$ cat src/rtl/dcc_pkg.sv
// package for the dual comparator control block
package dcc_pkg;
	localparam logic [7:0] DCC_ZERO_CTRL_ADDR = 8'h9e;
	localparam logic [7:0] DCC_ONE_CTRL_ADDR  = 8'h9f;
	localparam logic [7:0] DCC_CTRL_RESET     = 8'h00;
	localparam int         DCC_EN_BIT         = 7;
	localparam int         DCC_OUT_BIT        = 6;
	localparam int         DCC_RISE_BIT       = 5;
	localparam int         DCC_FALL_BIT       = 4;
	localparam int         DCC_HYP_LSB        = 2;
	localparam int         DCC_HYN_LSB        = 0;
	localparam int         DCC_SETTLE_US      = 20;
	localparam int         DCC_CLK_MHZ        = 125;
	localparam int         DCC_SETTLE_CYC     = DCC_SETTLE_US * DCC_CLK_MHZ;
	localparam int         DCC_CNT_W          = 12;

	typedef struct packed {
		logic       enable;
		logic       rise_flag;
		logic       fall_flag;
		logic [1:0] hyst_pos;
		logic [1:0] hyst_neg;
	} dcc_ctrl_t;

	typedef struct packed {
		logic       en;
		logic       rise_flag;
		logic       fall_flag;
		logic [1:0] hyst_pos;
		logic [1:0] hyst_neg;
		logic       settled;
	} dcc_cmp_out_t;

	typedef struct packed {
		logic                 sync1;
		logic                 sync2;
		logic                 prev;
		logic                 en;
		logic                 rise;
		logic                 fall;
		logic [1:0]           hyp;
		logic [1:0]           hyn;
		logic [DCC_CNT_W-1:0] settle_cnt;
	} dcc_state_t;
endpackage : dcc_pkg

$ cat src/rtl/dcc_top.sv
// dual comparator control: registers, edge flags, output gating
`timescale 1ns/1ns

// per-comparator control and edge logic
module dcc_channel (
	input  wire logic                  ref_clk_i,
	input  wire logic                  rst_n_i,
	input  wire logic                  cmp_raw_i,
	input  wire logic                  wr_i,
	input  wire logic [7:0]            wdata_i,
	output logic                       cmp_sync_o,
	output dcc_pkg::dcc_cmp_out_t      st_o
);
	import dcc_pkg::*;
	dcc_state_t s_q, s_d;
	logic       rise_ev;
	logic       fall_ev;

	// edges only count while enabled
	assign rise_ev = s_q.en & s_q.sync2 & ~s_q.prev;
	assign fall_ev = s_q.en & ~s_q.sync2 & s_q.prev;

	always_comb begin
		s_d       = s_q;
		s_d.sync1 = cmp_raw_i;
		s_d.sync2 = s_q.sync1;
		s_d.prev  = s_q.sync2;
		if (wr_i) begin
			s_d.en   = wdata_i[DCC_EN_BIT];
			s_d.hyp  = wdata_i[DCC_HYP_LSB +: 2];
			s_d.hyn  = wdata_i[DCC_HYN_LSB +: 2];
			if (!wdata_i[DCC_RISE_BIT]) s_d.rise = 1'b0;
			if (!wdata_i[DCC_FALL_BIT]) s_d.fall = 1'b0;
		end
		if (rise_ev) s_d.rise = 1'b1;
		if (fall_ev) s_d.fall = 1'b1;
		if (wr_i && wdata_i[DCC_EN_BIT] && !s_q.en)
			s_d.settle_cnt = DCC_CNT_W'(DCC_SETTLE_CYC);
		else if (s_q.settle_cnt != '0)
			s_d.settle_cnt = s_q.settle_cnt - 1'b1;
	end

	always_ff @(posedge ref_clk_i) begin
		if (!rst_n_i) begin
			s_q            <= '0;
			s_q.settle_cnt <= DCC_CNT_W'(DCC_SETTLE_CYC);
		end else begin
			s_q <= s_d;
		end
	end

	assign cmp_sync_o   = s_q.sync2;
	assign st_o.en        = s_q.en;
	assign st_o.rise_flag = s_q.rise;
	assign st_o.fall_flag = s_q.fall;
	assign st_o.hyst_pos  = s_q.hyp;
	assign st_o.hyst_neg  = s_q.hyn;
	assign st_o.settled   = (s_q.settle_cnt == '0);

	a_rise_sets_flag: assert property (@(posedge ref_clk_i) disable iff (!rst_n_i)
		rise_ev |=> s_q.rise) else $error("rise edge did not set flag");
	a_fall_sets_flag: assert property (@(posedge ref_clk_i) disable iff (!rst_n_i)
		fall_ev |=> s_q.fall) else $error("fall edge did not set flag");
	a_flag_sticky: assert property (@(posedge ref_clk_i) disable iff (!rst_n_i)
		s_q.rise && !wr_i |=> s_q.rise) else $error("rise flag dropped");
	a_write_clears: assert property (@(posedge ref_clk_i) disable iff (!rst_n_i)
		wr_i && !wdata_i[DCC_FALL_BIT] && !fall_ev |=> !s_q.fall)
		else $error("fall flag not cleared");
	a_disabled_quiet: assert property (@(posedge ref_clk_i) disable iff (!rst_n_i)
		!s_q.en && !s_q.rise && !wr_i |=> !s_q.rise)
		else $error("flag set while disabled");
	a_enable_follows: assert property (@(posedge ref_clk_i) disable iff (!rst_n_i)
		wr_i |=> s_q.en == $past(wdata_i[DCC_EN_BIT]))
		else $error("enable not taken");
	a_settle_start: assert property (@(posedge ref_clk_i) disable iff (!rst_n_i)
		wr_i && wdata_i[DCC_EN_BIT] && !s_q.en |=> !st_o.settled [*8])
		else $error("settle window too short");
	a_sync_two: assert property (@(posedge ref_clk_i) disable iff (!rst_n_i)
		s_q.sync2 == $past(cmp_raw_i, 2) || $past(!rst_n_i, 2))
		else $error("sync depth wrong");
	c_rise: cover property (@(posedge ref_clk_i) disable iff (!rst_n_i) rise_ev);
	c_fall: cover property (@(posedge ref_clk_i) disable iff (!rst_n_i) fall_ev);
	c_clash: cover property (@(posedge ref_clk_i) disable iff (!rst_n_i)
		wr_i && !wdata_i[DCC_RISE_BIT] && rise_ev);
	c_settled: cover property (@(posedge ref_clk_i) disable iff (!rst_n_i)
		s_q.en && st_o.settled);
endmodule : dcc_channel

// Functional notes
// - each comparator enabled by bit 7 of its control register, independently
// - disabled comparator forces pin output low and suspends edge flags
// - interrupts raised on both rising and falling output transitions
// - falling transition of comparator zero sets flag at bit 4
// - rising transition of comparator zero sets flag at bit 5
// - edge flags stay set until CPU clears them
// - bit 6 reads current comparator output state, read only
// - output unsettled for 20 us after enable or power-up
// - bits 1-0 select negative hysteresis, 00 off, 11 largest
// - bits 3-2 select positive hysteresis with same code scheme
// - comparator zero output offered as a reset source
// - comparator one offers no reset source, otherwise identical
// - comparator one replicates all functions except the reset source in its own register
module dcc_top (
	input  wire logic                  ref_clk_i,
	input  wire logic                  rst_n_i,
	input  wire logic [7:0]            sfr_addr_i,
	input  wire logic                  sfr_wr_i,
	input  wire logic [7:0]            sfr_wdata_i,
	output logic      [7:0]            sfr_rdata_o,
	input  wire logic                  cmp0_raw_i,
	input  wire logic                  cmp1_raw_i,
	output dcc_pkg::dcc_cmp_out_t      cmp0_ctrl_o,
	output dcc_pkg::dcc_cmp_out_t      cmp1_ctrl_o,
	output logic                       cmp0_pin_o,
	output logic                       cmp1_pin_o,
	output logic                       cmp0_irq_o,
	output logic                       cmp1_irq_o,
	output logic                       cmp0_reset_src_o
);
	import dcc_pkg::*;
	logic sync0, sync1;
	logic wr0, wr1;

	always_comb begin
		wr0 = 1'b0;
		wr1 = 1'b0;
		if (sfr_addr_i == DCC_ZERO_CTRL_ADDR) wr0 = sfr_wr_i;
		else if (sfr_addr_i == DCC_ONE_CTRL_ADDR) wr1 = sfr_wr_i;
	end

	dcc_channel u_cmp0 (
		.ref_clk_i  (ref_clk_i),
		.rst_n_i    (rst_n_i),
		.cmp_raw_i  (cmp0_raw_i),
		.wr_i       (wr0),
		.wdata_i    (sfr_wdata_i),
		.cmp_sync_o (sync0),
		.st_o       (cmp0_ctrl_o)
	);
	dcc_channel u_cmp1 (
		.ref_clk_i  (ref_clk_i),
		.rst_n_i    (rst_n_i),
		.cmp_raw_i  (cmp1_raw_i),
		.wr_i       (wr1),
		.wdata_i    (sfr_wdata_i),
		.cmp_sync_o (sync1),
		.st_o       (cmp1_ctrl_o)
	);

	always_comb begin
		sfr_rdata_o = 8'h00;
		if (sfr_addr_i == DCC_ZERO_CTRL_ADDR)
			sfr_rdata_o = {cmp0_ctrl_o.en, sync0, cmp0_ctrl_o.rise_flag,
				cmp0_ctrl_o.fall_flag, cmp0_ctrl_o.hyst_pos, cmp0_ctrl_o.hyst_neg};
		else if (sfr_addr_i == DCC_ONE_CTRL_ADDR)
			sfr_rdata_o = {cmp1_ctrl_o.en, sync1, cmp1_ctrl_o.rise_flag,
				cmp1_ctrl_o.fall_flag, cmp1_ctrl_o.hyst_pos, cmp1_ctrl_o.hyst_neg};
	end

	assign cmp0_pin_o       = cmp0_ctrl_o.en & sync0;
	assign cmp1_pin_o       = cmp1_ctrl_o.en & sync1;
	assign cmp0_irq_o       = cmp0_ctrl_o.rise_flag | cmp0_ctrl_o.fall_flag;
	assign cmp1_irq_o       = cmp1_ctrl_o.rise_flag | cmp1_ctrl_o.fall_flag;
	assign cmp0_reset_src_o = cmp0_pin_o;

	a_pin0_gated: assert property (@(posedge ref_clk_i)
		disable iff (!rst_n_i)
		!cmp0_ctrl_o.en |-> !cmp0_pin_o)
		else $error("pin 0 high while disabled");

	a_pin1_gated: assert property (@(posedge ref_clk_i)
		disable iff (!rst_n_i)
		!cmp1_ctrl_o.en |-> !cmp1_pin_o)
		else $error("pin 1 high while disabled");

	a_rsrc_follows: assert property (@(posedge ref_clk_i)
		disable iff (!rst_n_i)
		cmp0_reset_src_o == cmp0_pin_o)
		else $error("reset source differs from output");

	a_zero_isolated: assert property (@(posedge ref_clk_i)
		disable iff (!rst_n_i)
		sfr_wr_i && sfr_addr_i != DCC_ZERO_CTRL_ADDR |=> $stable(cmp0_ctrl_o.en)
		&& $stable(cmp0_ctrl_o.hyst_pos) && $stable(cmp0_ctrl_o.hyst_neg))
		else $error("comparator zero changed by foreign write");

	a_one_isolated: assert property (@(posedge ref_clk_i)
		disable iff (!rst_n_i)
		sfr_wr_i && sfr_addr_i != DCC_ONE_CTRL_ADDR |=> $stable(cmp1_ctrl_o.en)
		&& $stable(cmp1_ctrl_o.hyst_pos) && $stable(cmp1_ctrl_o.hyst_neg))
		else $error("comparator one changed by foreign write");

	a_hyn_write: assert property (@(posedge ref_clk_i)
		disable iff (!rst_n_i)
		sfr_wr_i && sfr_addr_i == DCC_ZERO_CTRL_ADDR
		|=> cmp0_ctrl_o.hyst_neg == $past(sfr_wdata_i[DCC_HYN_LSB +: 2]))
		else $error("negative hysteresis not taken");

	a_hyp_write: assert property (@(posedge ref_clk_i)
		disable iff (!rst_n_i)
		sfr_wr_i && sfr_addr_i == DCC_ZERO_CTRL_ADDR
		|=> cmp0_ctrl_o.hyst_pos == $past(sfr_wdata_i[DCC_HYP_LSB +: 2]))
		else $error("positive hysteresis not taken");

	a_hyp1_write: assert property (@(posedge ref_clk_i)
		disable iff (!rst_n_i)
		sfr_wr_i && sfr_addr_i == DCC_ONE_CTRL_ADDR
		|=> cmp1_ctrl_o.hyst_pos == $past(sfr_wdata_i[DCC_HYP_LSB +: 2]))
		else $error("comparator one hysteresis not taken");

	a_out_view: assert property (@(posedge ref_clk_i)
		disable iff (!rst_n_i)
		sfr_addr_i == DCC_ZERO_CTRL_ADDR && cmp0_ctrl_o.en
		|-> sfr_rdata_o[DCC_OUT_BIT] == cmp0_pin_o)
		else $error("output bit differs from output");

	a_unmapped_zero: assert property (@(posedge ref_clk_i)
		disable iff (!rst_n_i)
		sfr_addr_i != DCC_ZERO_CTRL_ADDR && sfr_addr_i != DCC_ONE_CTRL_ADDR
		|-> sfr_rdata_o == 8'h00)
		else $error("unmapped address reads nonzero");

	a_irq0_quiet: assert property (@(posedge ref_clk_i)
		disable iff (!rst_n_i)
		!cmp0_ctrl_o.en && !cmp0_irq_o && !sfr_wr_i |=> !cmp0_irq_o)
		else $error("irq 0 raised while disabled");

	a_irq1_quiet: assert property (@(posedge ref_clk_i)
		disable iff (!rst_n_i)
		!cmp1_ctrl_o.en && !cmp1_irq_o && !sfr_wr_i |=> !cmp1_irq_o)
		else $error("irq 1 raised while disabled");

	c_pin0: cover property (@(posedge ref_clk_i) disable iff (!rst_n_i) cmp0_pin_o);
endmodule : dcc_top

$ cat config.mk
export PLATFORM = sky130hd
export DESIGN_NAME = dcc_top
export DESIGN_NICKNAME = d
export VERILOG_FILES = /design/src/rtl/dcc_pkg.sv /design/src/rtl/dcc_top.sv
export SDC_FILE = /design/constraint.sdc
export NUM_CORES = 1
export LEC_CHECK = 0
export BUFFER_PORTS_ARGS = -buffer_cell sky130_fd_sc_hd__buf_2
export CAP_MARGIN = 20
export CORE_AREA = 2 2 66 68
export CTS_CLUSTER_SIZE = 16
export DETAILED_ROUTE_END_ITERATION = 16
export DIE_AREA = 0 0 68 70
export PLACE_DENSITY = 0.83
export SETUP_SLACK_MARGIN = 0.05
export SYNTH_ARGS = -nofsm -noshare
export SYNTH_HDL_FRONTEND = slang
export SYNTH_HIERARCHICAL = 1
export SYNTH_SLANG_ARGS = --single-unit
$ cat constraint.sdc
create_clock -name ref_clk_i -period 2.4 [get_ports ref_clk_i]
set_input_delay 0.48 -clock ref_clk_i [delete_from_list [all_inputs] [get_ports ref_clk_i]]
set_output_delay 0.48 -clock ref_clk_i [all_outputs]
set_load 0.05 [all_outputs]
# Yosys cells after proc, flatten, opt, wreduce, memory -nomap -nowiden
# Index checks and enable logic that the tools add are counted.
dict set report word_totals {
  register_bits 44
  out_inout_bits 29
}
dict set report classes {
  add_sub_neg 2
  n_eq_ne 6
  n_mux 13
  bitwise_logic 15
  reduce_logical 20
}
# cell n
set ops {}
lappend ops {{12-bit logical NOT} 2}
lappend ops {{12-bit nonzero test} 2}
lappend ops {{12-bit by 1-bit subtractor with 12-bit output (second input constant)} 2}
lappend ops {{8-bit equality test (second input constant)} 2}
lappend ops {{8-bit two-way mux} 2}
lappend ops {{6-bit two-way mux} 2}
lappend ops {{1-bit two-way mux} 9}
lappend ops {{1-bit AND} 8}
lappend ops {{2-bit by 1-bit inequality test with 1-bit output (second input constant)} 4}
lappend ops {{2-bit AND reduction} 4}
lappend ops {{2-bit nonzero test} 4}
lappend ops {{1-bit NOT} 5}
lappend ops {{1-bit logical AND} 4}
lappend ops {{2-bit OR reduction} 2}
lappend ops {{1-bit logical NOT} 2}
lappend ops {{1-bit OR} 2}

# Logic depth before layout (Yosys ltp)
# Gate-level depths: netlist of the first run.
dict set report depth {
  depth_word 6
  ltp_mapped 8
}

# By module
# The synthesis of the first run kept the hierarchy.
# module n_inst cells_each area_each_um2 seq_area_each_um2
set modules_own_cells {}
lappend modules_own_cells {dcc_channel 2 107 1029.7 440.4}
lappend modules_own_cells {dcc_top 1 28 241.5 0.0}

# Worst setup path after synthesis of the first run
# No wires, ideal clock.
dict set report synth_path {
  kind {input port to output port}
  from {input port sfr_addr_i[6]}
  to {output port sfr_rdata_o[0]}
  t_arrival_ps 1840
  t_required_ps 1920
  slack_ps 80
  cell_stages 2
  n_path_buf 0
  path_cell_list {nand4b_4 > nor3_1}
}
dict set report synth_between {
  elab_chain_len 3
  elab_cells_between_ends 4
  classes_between {2 x eq/ne; 2 x mux}
}
# element line
set synth_rtl {}
lappend synth_rtl {{from (decl)} dcc_top.sv:106} ;# input wire logic [7:0] sfr_addr_i,
lappend synth_rtl {{8-bit equality test} dcc_top.sv:155} ;# else if (sfr_addr_i == DCC_ONE_CTRL_ADDR)
lappend synth_rtl {{8-bit two-way mux} dcc_top.sv:155}
lappend synth_rtl {{8-bit two-way mux *} dcc_top.sv:152} ;# if (sfr_addr_i == DCC_ZERO_CTRL_ADDR)
lappend synth_rtl {{to (decl)} dcc_top.sv:109} ;# output logic [7:0] sfr_rdata_o,
# Mark *: on every way between the ends. The rest lies on a longest branch, timed or not.

==> impl_metrics.yaml, run 1 <==
status:
  status: "complete, no violations"
layout:
  nNetsFinal: 309
  instances_no_fill: 337
  multi_input_area_um2: 1232
  drive_gt1_frac: 0.2807
  finish.instance_area_um2: 2649
  seqCellArea_um2: 880.8
  syn2layout_area_growth_pct: 15.12
  diodes: 0
  fillers: 355
sta:
  fmax_mhz: 450.0
  finalHoldViolCount: 0
  whs_ps: 390.7
  final_min_period_over_clock_period: 0.9258
  worst_slew_pin_slew_ps: 750.9
  drv_slew: 0
  finalSetupTns_ps: 0
  skew_ps: 5.075
  max_slew_margin: 0.4948
  setup_viol: 0
  fin_crit_ps: 2222
  grt_setup_unrepaired: "no"
cts:
  clock_latency_ps: 290
  cts_tree: "done"
  ctsHoldBuffers: 0
  htreeDepth: 2
  cts_sinks: 44
  cts-root-buf: "clkbuf_8"
  clock_path_buffers: 2
  cts_setup_buffers: 0
  numCtsBuffers: 5
  clkTransAtPathRegs_ps: 80
floorplan:
  start_util: 0.5553
  ios: 50
  dieHeight_um: 70
  rows: 24
  die_x_um: 68
  die_area_um2: 4760
  coreArea_um2: 4144
global_route:
  grt_pass1_wl_mm: 7.176
  grt_pass1_vias: 1672
  grt_max_degree: 25
  grt-ovfl-total: 0
  grt_antenna_before_repair: 0
  grtUsageTotal: 0.1934
worst_setup_path:
  start_kind: "flop"
  worstPathRequired_ps: 1920
  cp.arrival_ps: 1740
  crit_type: "flop to primary output"
  critical_path.max_fanout: 7
  end_kind: "primary output"
placed_design:
  dp_hpwl_mm: 3.302
  port_buffers: 48
  place.gp.congestion: 0.7586
  numPlacedInstances: 329
  placed_area_um2: 2520
hold_path:
  hold_path_class: "input port to flop"
synth:
  synth_area_leader_cell: "dfxtp_1"
  syn_nets: 267
  synth_edf_count: 0
  syn_area_um2: 2301
  ys_top_cells_by_count: "44 x dfxtp_1, 20 x mux2i_1, 18 x nor2_1, 15 x buf_4, 13 x inv_1"
  yosys.area.top_type_share: 0.3828
  ys.warnings.count: 6
  synth_area_leaders: "dfxtp_1 38%, mux2i_1 8.7%, buf_4 4.9%"
  synth_most_common_cell: "dfxtp_1"
  synthCells: 242
  synth_seq_cells: 44
  synth.yosys.seq_area_share: 0.3828
  ys.flop_type: "dfxtp_1"
  yosysUniqueCellTypes: 40
  avgSynthCellArea_um2: 9.508
  synth-async-reset-ratio: 0
routing:
  final_antenna_net_count: 0
  dr.pass1.iters: 4
  drt_iter0_markers: 73
  num_vias: 1813
  drc: 0
  via_per_inst: 5.380
  drt_wl_total_mm: 4.453
  wl_per_cell_um: 13.21
power_and_ir_drop:
  p_per_area_nw_per_um2: 589.3
  power_w: 0.001561
  ir_drop_uv: 354.0
  leakage_nw: 1.114
flow_run:
  drv_cap: 0
## cell families (layout without fill, tap and decap cells)
| family | after synthesis | count (layout) | share of synthesized area |
|---|---|---|---|
| muxes | 20 | 20 | 0.08700 |
| adders and majority gates | 4 | 4 | 0.02175 |
| xor gates and xnor gates | 6 | 6 | 0.02284 |
| AOI/OAI and AO/OA | 38 | 38 | 0.1153 |
| and+or+nand+nor | 95 | 95 | 0.2855 |
| buffers and inverters | 35 | 78 | 0.08483 |
| DFF | 44 | 44 | 0.3828 |
## path summary, 6_finish.rpt
path / startpoint / end / slack (ps) / depth (start not counted)
worst max-delay path: u_cmp0/s_q[0] / cmp0_ctrl_o[0] / 180 / 6
worst min-delay path: cmp1_raw_i / u_cmp1/s_d[20] / 390 / 2
worst max register to register: u_cmp0/s_q[0] / u_cmp0/s_q[6] / 710 / 6
worst min register to register: u_cmp0/s_d[20] / u_cmp0/cmp_sync_o / 440 / 1
## what timing repair did
| action | in CTS | in global routing |
|---|---|---|
| setup endpoints to repair | 0 | 1 |
| endpoints found under the hold margin | 0 | 0 |
| resized for setup | 0 | 1 |
## sequential cells by signal, summed over array words and instances, names as in the netlist
signal,cells
u_cmp1/cmp_sync_o,1
u_cmp0/s_q,13
u_cmp0/s_d,1
u_cmp1/s_q,13
u_cmp0/cmp_sync_o,1
u_cmp1/st_o,7
u_cmp1/s_d,1
u_cmp0/st_o,7
## worst max-delay path: stages (launching register included)
cell and delay (ps):
dfxtp_1 340, inv_1 110, ha_1 160, nor4b_4 220, nand3_2 220, inv_2 120, buf_2 270
## where the power goes
group	leakage (nW)	switching (W)	internal (W)
Clock	0.0614	0.000257	0.000340
Combinational	0.694	0.0000765	0.0000764
Sequential	0.359	0.0000499	0.000761
## layout make-up
cell class              instances  share of cell area
repair buffers                 55              0.1105
inverters                      15             0.02126
clock buffers                   6             0.03118
multi-input cells             163              0.4653
clock inverters                 2             0.01464
flip-flops and latches         44              0.3325
well taps                      52             0.02456
## layer usage
layer  global-route usage  share of wire  vias up
met1               0.2239           0.44      836
met4              0.05556          0.011        0
met2               0.3398           0.49       48
li1                     -              -      924
met5                    0              0        -
met3              0.05153          0.058        5
## cell usage in the layout, fill, tap and decap left out, types with 6 or more instances in the layout
cell type  count
o21ai_0        8
nor3_1        11
buf_2         48
xnor2_1        6
dfxtp_1       44
nand3_1        8
nor2_1        18
buf_4          7
a21oi_1        6
nor2b_1       10
nand2_1        9
clkbuf_8       6
inv_1         13
mux2i_1       20
and2_1        12
## metrics by stage
step,setup WS (ps),utilization
final,178.0,0.6392
after global routing,51.39,0.6392
after CTS,128.6,0.6374
after detailed placement,424.1,0.6081
after floorplan,79.65,-
after global placement,428.4,0.6081
Note: power is estimated with default switching activity, not from simulation.
==> run 2, diff against run 1 <==
--- a/config.mk
+++ b/config.mk
@@ -7,13 +7,12 @@
 export LEC_CHECK = 0
 export BUFFER_PORTS_ARGS = -buffer_cell sky130_fd_sc_hd__buf_2
 export CAP_MARGIN = 20
-export CORE_AREA = 2 2 66 68
+export CORE_AREA = 2 2 65 67
 export CTS_CLUSTER_SIZE = 16
 export DETAILED_ROUTE_END_ITERATION = 16
-export DIE_AREA = 0 0 68 70
-export PLACE_DENSITY = 0.83
+export DIE_AREA = 0 0 67 69
+export PLACE_DENSITY = 0.82
 export SETUP_SLACK_MARGIN = 0.05
 export SYNTH_ARGS = -nofsm -noshare
 export SYNTH_HDL_FRONTEND = slang
-export SYNTH_HIERARCHICAL = 1
 export SYNTH_SLANG_ARGS = --single-unit
==> run 2 against run 1 <==
Effect of this change:
- non-clock buffer count is 1 lower
- flip-flop and latch count stayed put
- maximum frequency is 1.8% lower
- wire length is 2.1% lower
- largest power group unchanged
- highest routed layer unchanged
==> impl_metrics.yaml, run 2 <==
routing:
  num_vias: 1761
  dr.pass1.iters: 4
  drc: 0
  via_per_inst: 5.486
  final_antenna_net_count: 0
  drt_iter0_markers: 71
  wl_per_cell_um: 13.58
  drt_wl_total_mm: 4.359
global_route:
  grt-ovfl-total: 0
  grt_max_degree: 24
  grt_antenna_before_repair: 0
  grtUsageTotal: 0.1918
  grt_pass1_vias: 1554
  grt_pass1_wl_mm: 6.941
worst_setup_path:
  cp.arrival_ps: 1780
  start_kind: "flop"
  cpPeakStageDelay_ps: 330
  crit_path_cell_trace: "inv_1, ha_1, nor2b_2, nand4_2, inv_4, clkbuf_4"
  end_kind: "primary output"
  crit_family: "buffers and inverters"
  worstPathRequired_ps: 1920
  cp_slowest_cell: "dfxtp_1"
  critical_path.max_fanout: 9
  crit_type: "flop to primary output"
  path_buf_inv: 3
cts:
  ctsHoldBuffers: 0
  numCtsBuffers: 5
  cts_setup_buffers: 0
  clock_latency_ps: 290
  clkTransAtPathRegs_ps: 80
  htreeDepth: 2
  cts_sinks: 44
  cts_tree: "done"
  cts-root-buf: "clkbuf_8"
  clock_path_buffers: 2
layout:
  syn2layout_area_growth_pct: 15.29
  final_common_cell: "buf_2"
  largestRegisters: "u_cmp0.s_q (13), u_cmp1.s_q (13)"
  nNetsFinal: 295
  fillers: 333
  diodes: 0
  drive_gt1_frac: 0.2694
  instances_no_fill: 321
  final_cell_mix: "47 x buf_2, 44 x dfxtp_1, 16 x nor2_1"
  final_core_util: 0.6413
synth:
  ys_top_cells_by_count: "44 x dfxtp_1, 16 x nor2_1, 15 x buf_4, 13 x mux2i_1, 11 x nor2b_1"
  synth_seq_cells: 44
  yosysUniqueCellTypes: 46
  synth_area_leader_cell: "dfxtp_1"
  synth.yosys.seq_area_share: 0.4046
  syn_area_um2: 2177
  synth_area_leaders: "dfxtp_1 40%, mux2i_1 6.0%, buf_4 5.2%"
  synthCells: 231
  yosys.area.top_type_share: 0.4046
  syn_nets: 256
  synth_edf_count: 0
  synth_most_common_cell: "dfxtp_1"
  avgSynthCellArea_um2: 9.425
  synth-async-reset-ratio: 0
  ys.flop_type: "dfxtp_1"
  ys.warnings.count: 0
power_and_ir_drop:
  leakage_nw: 1.113
  ir_drop_uv: 267.6
  p_per_area_nw_per_um2: 592.0
floorplan:
  die_area_um2: 4623
  ios: 50
  rows: 23
  start_util: 0.5563
  coreArea_um2: 3914
  dieHeight_um: 69
  die_x_um: 67
sta:
  finalHoldViolCount: 0
  drv_slew: 0
  fmax_mhz: 441.9
  setup_viol: 0
  max_slew_margin: 0.7298
  final_min_period_over_clock_period: 0.9429
  worst_slew_pin_slew_ps: 402.2
  fin_ws_ps: 137.0
  grt_setup_unrepaired: "no"
  skew_ps: 6.929
  finalSetupTns_ps: 0
  fin_crit_ps: 2263
placed_design:
  place.gp.congestion: 0.8134
  numPlacedInstances: 313
  pre_cts_slack_ps: 316.6
  dp_hpwl_mm: 3.018
  port_buffers: 48
flow_run:
  drv_cap: 0
hold_path:
  hold_path_class: "input port to flop"
status:
  status: "complete, no violations"
-- run 2: path summary, 6_finish.rpt --
check / startpoint / end / slack, ps / depth (start not counted)
worst min register to register: u_cmp0.s_d[20] / u_cmp0.cmp_sync_o / 440 / 1
worst max-delay path: u_cmp1.s_q[0] / cmp1_ctrl_o[0] / 140 / 6
worst min-delay path: cmp1_raw_i / u_cmp1.s_d[20] / 390 / 2
worst max register to register: u_cmp0.s_q[0] / u_cmp0.s_q[6] / 570 / 6
-- run 2: cell families (layout without fill, tap and decap cells) --
kind of cell             Yosys count  in the layout  share of synthesized area
AO/OA/AOI/OAI                     42             42                     0.1402
buffers and inverters             30             70                    0.08333
flip-flops                        44             44                     0.4046
XOR/XNOR                           5              5                    0.02011
multiplexers                      13             13                    0.05977
adder cells (fa/ha/maj)            4              4                    0.02299
AND/OR/NAND/NOR                   93             93                     0.2690
-- run 2: repair_timing --
action | 4_1_cts | 5_1_grt
hold endpoints to repair | 0 | 0
gates resized for setup | 0 | 5
setup endpoints to repair | 0 | 2
-- run 2: worst reg2reg max path: stages, from the launching register on --
cell and delay, ps:
dfxtp_1 330, inv_1 110, ha_1 190, or3b_1 420, or3_1 340, or3_1 320
nand3_1 80
-- run 2: final cells by class --
cell class,count,area [µm²],share of cell area
clock buffers,6,72.57,0.02891
well taps,50,62.56,0.02493
multi-input cells,157,1139,0.4536
clock inverters,2,35.03,0.01396
inverters,8,32.53,0.01296
flip-flops and latches,44,880.8,0.3509
repair buffers,54,287.8,0.1147
-- run 2: through the flow --
stage	power, W	instance area, µm²	hold WS (ps)
after floorplan	0.0008972	2177	411.9
after global placement	0.0009402	2381	413.6
after detailed placement	0.0009477	2381	418.4
after CTS	0.001503	2489	381.4
after global routing	0.001560	2510	382.7
final	0.001486	2510	387.5
-- run 2: per-layer routing --
layer | wire length [µm] | track usage
met1 | 1967 | 0.2451
met2 | 2080 | 0.3113
met3 | 248 | 0.04894
met4 | 63 | 0.06122
met5 | 0 | 0
-- run 2: where the power goes --
part / switching, W / internal (W) / total [W]
clock: 0.000240 / 0.000309 / 0.000549
combinational: 0.0000718 / 0.0000715 / 0.000143
sequential: 0.0000341 / 0.000759 / 0.000793
total: 0.000346 / 0.00114 / 0.00149
==> run 3, diff against run 2 <==
--- a/config.mk
+++ b/config.mk
@@ -7,11 +7,11 @@
 export LEC_CHECK = 0
 export BUFFER_PORTS_ARGS = -buffer_cell sky130_fd_sc_hd__buf_2
 export CAP_MARGIN = 20
-export CORE_AREA = 2 2 65 67
+export CORE_AREA = 2 2 56 79
 export CTS_CLUSTER_SIZE = 16
 export DETAILED_ROUTE_END_ITERATION = 16
-export DIE_AREA = 0 0 67 69
-export PLACE_DENSITY = 0.82
+export DIE_AREA = 0 0 58 81
+export PLACE_DENSITY = 0.81
 export SETUP_SLACK_MARGIN = 0.05
 export SYNTH_ARGS = -nofsm -noshare
 export SYNTH_HDL_FRONTEND = slang
==> run 3 against run 2 <==
Effect of this change:
- via count is 1.1% higher
- wire length is 5.5% lower
- clock-buffer cell count is 1 lower
- global-route usage is 1.3 points lower
- die area grew 1.6%
- hold slack better by 0.55 ps
- non-clock buffer count is the same
- maximum frequency increased by 3.2%
- final cell count is 1.9% lower
- sequential power about the same
- core utilization decreased by 2.2 points
- largest cell class unchanged
==> impl_metrics.yaml, run 3 (synthesized netlist as in run 2, its figures left out) <==
power_and_ir_drop:
  power_w: 0.001587
  p_per_area_nw_per_um2: 630.6
  switching_share: 0.2191
  ir_drop_uv: 625.0
  intPower_w: 0.001240
  p_comb_frac: 0.088
  clkPwrFrac: 0.412
  pwr-share-seq: 0.499
  p_sw_w: 0.0003479
  leakage_nw: 1.117
floorplan:
  die_area_um2: 4698
  dieHeight_um: 81
  rows: 28
  ios: 50
  die_x_um: 58
  start_util: 0.5357
  coreArea_um2: 4064
worst_setup_path:
  rr_startpoint: "u_cmp0.s_q[0]"
  critical_path.max_fanout: 9
  crit_type: "flop to primary output"
  rr_endpoint: "u_cmp0.s_q[6]"
  path_buf_inv: 3
  crit_path_cell_trace: "inv_1, ha_1, nor2b_2, nand4_2, inv_4, clkbuf_4"
  cp.arrival_ps: 1710
  cpPeakStageDelay_ps: 320
  start_kind: "flop"
  r2r_slack_ps: 540
  crit_family: "buffers and inverters"
  cp_slowest_cell: "dfxtp_1"
  end_kind: "primary output"
  worstRegToRegCells: 6
  worstPathRequired_ps: 1920
routing:
  dr.pass1.iters: 4
  drt_wl_total_mm: 4.120
  num_vias: 1780
  wl_per_cell_um: 13.08
  final_antenna_net_count: 0
  drc: 0
  via_per_inst: 5.651
  drt_iter0_markers: 62
layout:
  diodes: 0
  seqCellArea_um2: 880.8
  drive_gt1_frac: 0.2667
  largestRegisters: "u_cmp0.s_q (13), u_cmp1.s_q (13)"
  instances_no_fill: 315
  syn2layout_area_growth_pct: 15.63
  nNetsFinal: 295
  fillers: 358
  final_cell_mix: "47 x buf_2, 44 x dfxtp_1, 16 x nor2_1"
  multi_input_area_um2: 1131
  final_common_cell: "buf_2"
sta:
  drv_slew: 0
  finalHoldViolCount: 0
  finalSetupTns_ps: 0
  fmax_mhz: 455.9
  worst_slew_pin_slew_ps: 433.2
  max_slew_margin: 0.7090
  final_min_period_over_clock_period: 0.9140
  fin_crit_ps: 2193
  setup_viol: 0
  fin_ws_ps: 206.5
  skew_ps: 6.184
  grt_setup_unrepaired: "yes"
cts:
  clock_latency_ps: 290
  cts_tree: "done"
  cts-root-buf: "clkbuf_8"
  cts_setup_buffers: 0
  clock_path_buffers: 2
  clkTransAtPathRegs_ps: 80
  htreeDepth: 2
  numCtsBuffers: 5
  cts_sinks: 44
global_route:
  use_met3: 0.03981
  grtUsageMet2: 0.3227
  grt_max_degree: 24
  grt.busiest_layer: "met2"
  use_met1: 0.2069
  grt-ovfl-total: 0
  grt_antenna_before_repair: 0
  grt_pass1_wl_mm: 6.658
  grtUsageTotal: 0.1791
  grt_pass1_vias: 1588
placed_design:
  dp_hpwl_mm: 2.972
  pre_cts_slack_ps: 372.4
  numPlacedInstances: 308
  port_buffers: 48
  place.gp.congestion: 0.7612
hold_path:
  min_path_cells: 2
  min_from: "cmp0_raw_i"
  min_to: "u_cmp0.s_d[20]"
  hold_path_class: "input port to flop"
flow_run:
  drv_cap: 0
status:
  status: "complete, no violations"
run 3: cell types whose count changed in the layout (fill, tap and decap cells not counted):
cell,change
o41ai_2,-1
clkinv_2,-1
clkbuf_1,-1
o41ai_1,+1
bufinv_16,+1
run 3: per-stage QoR:
stage	hold slack [ps]	cell area, µm²	utilization
after global placement	414.9	2367	0.5825
after floorplan	411.9	2177	-
after global routing	385.7	2517	0.6195
after detailed placement	421.8	2367	0.5825
final	388.1	2517	0.6195
after CTS	380.6	2496	0.6142
run 3: what timing repair did:
item                                    4_1_cts  5_1_grt
endpoints found under the setup margin        0        2
hold buffers                                  0        0
gates resized for setup                       0        5
run 3: cell type report:
cell class | instances | share of cell area
Multi-Input combinational cell | 157 | 0.4493
Sequential cell | 44 | 0.3499
Timing Repair Buffer | 54 | 0.1143
Clock buffer | 5 | 0.02734
Clock inverter | 2 | 0.02386
Tap cell | 45 | 0.02237
Inverter | 8 | 0.01292
run 3: worst max path at each step:
| stage | from | endpoint | slack (ps) | cells past startpoint |
|---|---|---|---|---|
| after detailed placement | sfr_addr_i[6] | sfr_rdata_o[0] | 370 | 6 |
| after floorplan | sfr_addr_i[6] | sfr_rdata_o[0] | 360 | 3 |
| final | u_cmp1.s_q[0] | cmp1_ctrl_o[0] | 210 | 6 |
| after CTS | u_cmp1.s_q[0] | cmp1_ctrl_o[0] | 70 | 6 |
| after global routing | u_cmp1.s_q[8] | cmp1_ctrl_o[0] | 50 | 4 |
| after global placement | sfr_addr_i[6] | sfr_rdata_o[6] | 390 | 6 |
run 3: power by group through the flow:
stage,clock network (W),registers (W),logic [W]
after global routing,0.000693,0.000797,0.000158
after floorplan,0,0.000800,0.0000967
after CTS,0.000670,0.000791,0.000140
final,0.000655,0.000793,0.000140
after detailed placement,0,0.000807,0.000139
after global placement,0,0.000806,0.000135
run 3: layer usage:
metal  up-vias  wire length, µm  share of wire
met5         -                0              0
met4         0               38         0.0092
met3         4              257          0.062
met2        53             2075           0.50
met1       831             1749           0.42
li1        892                -              -
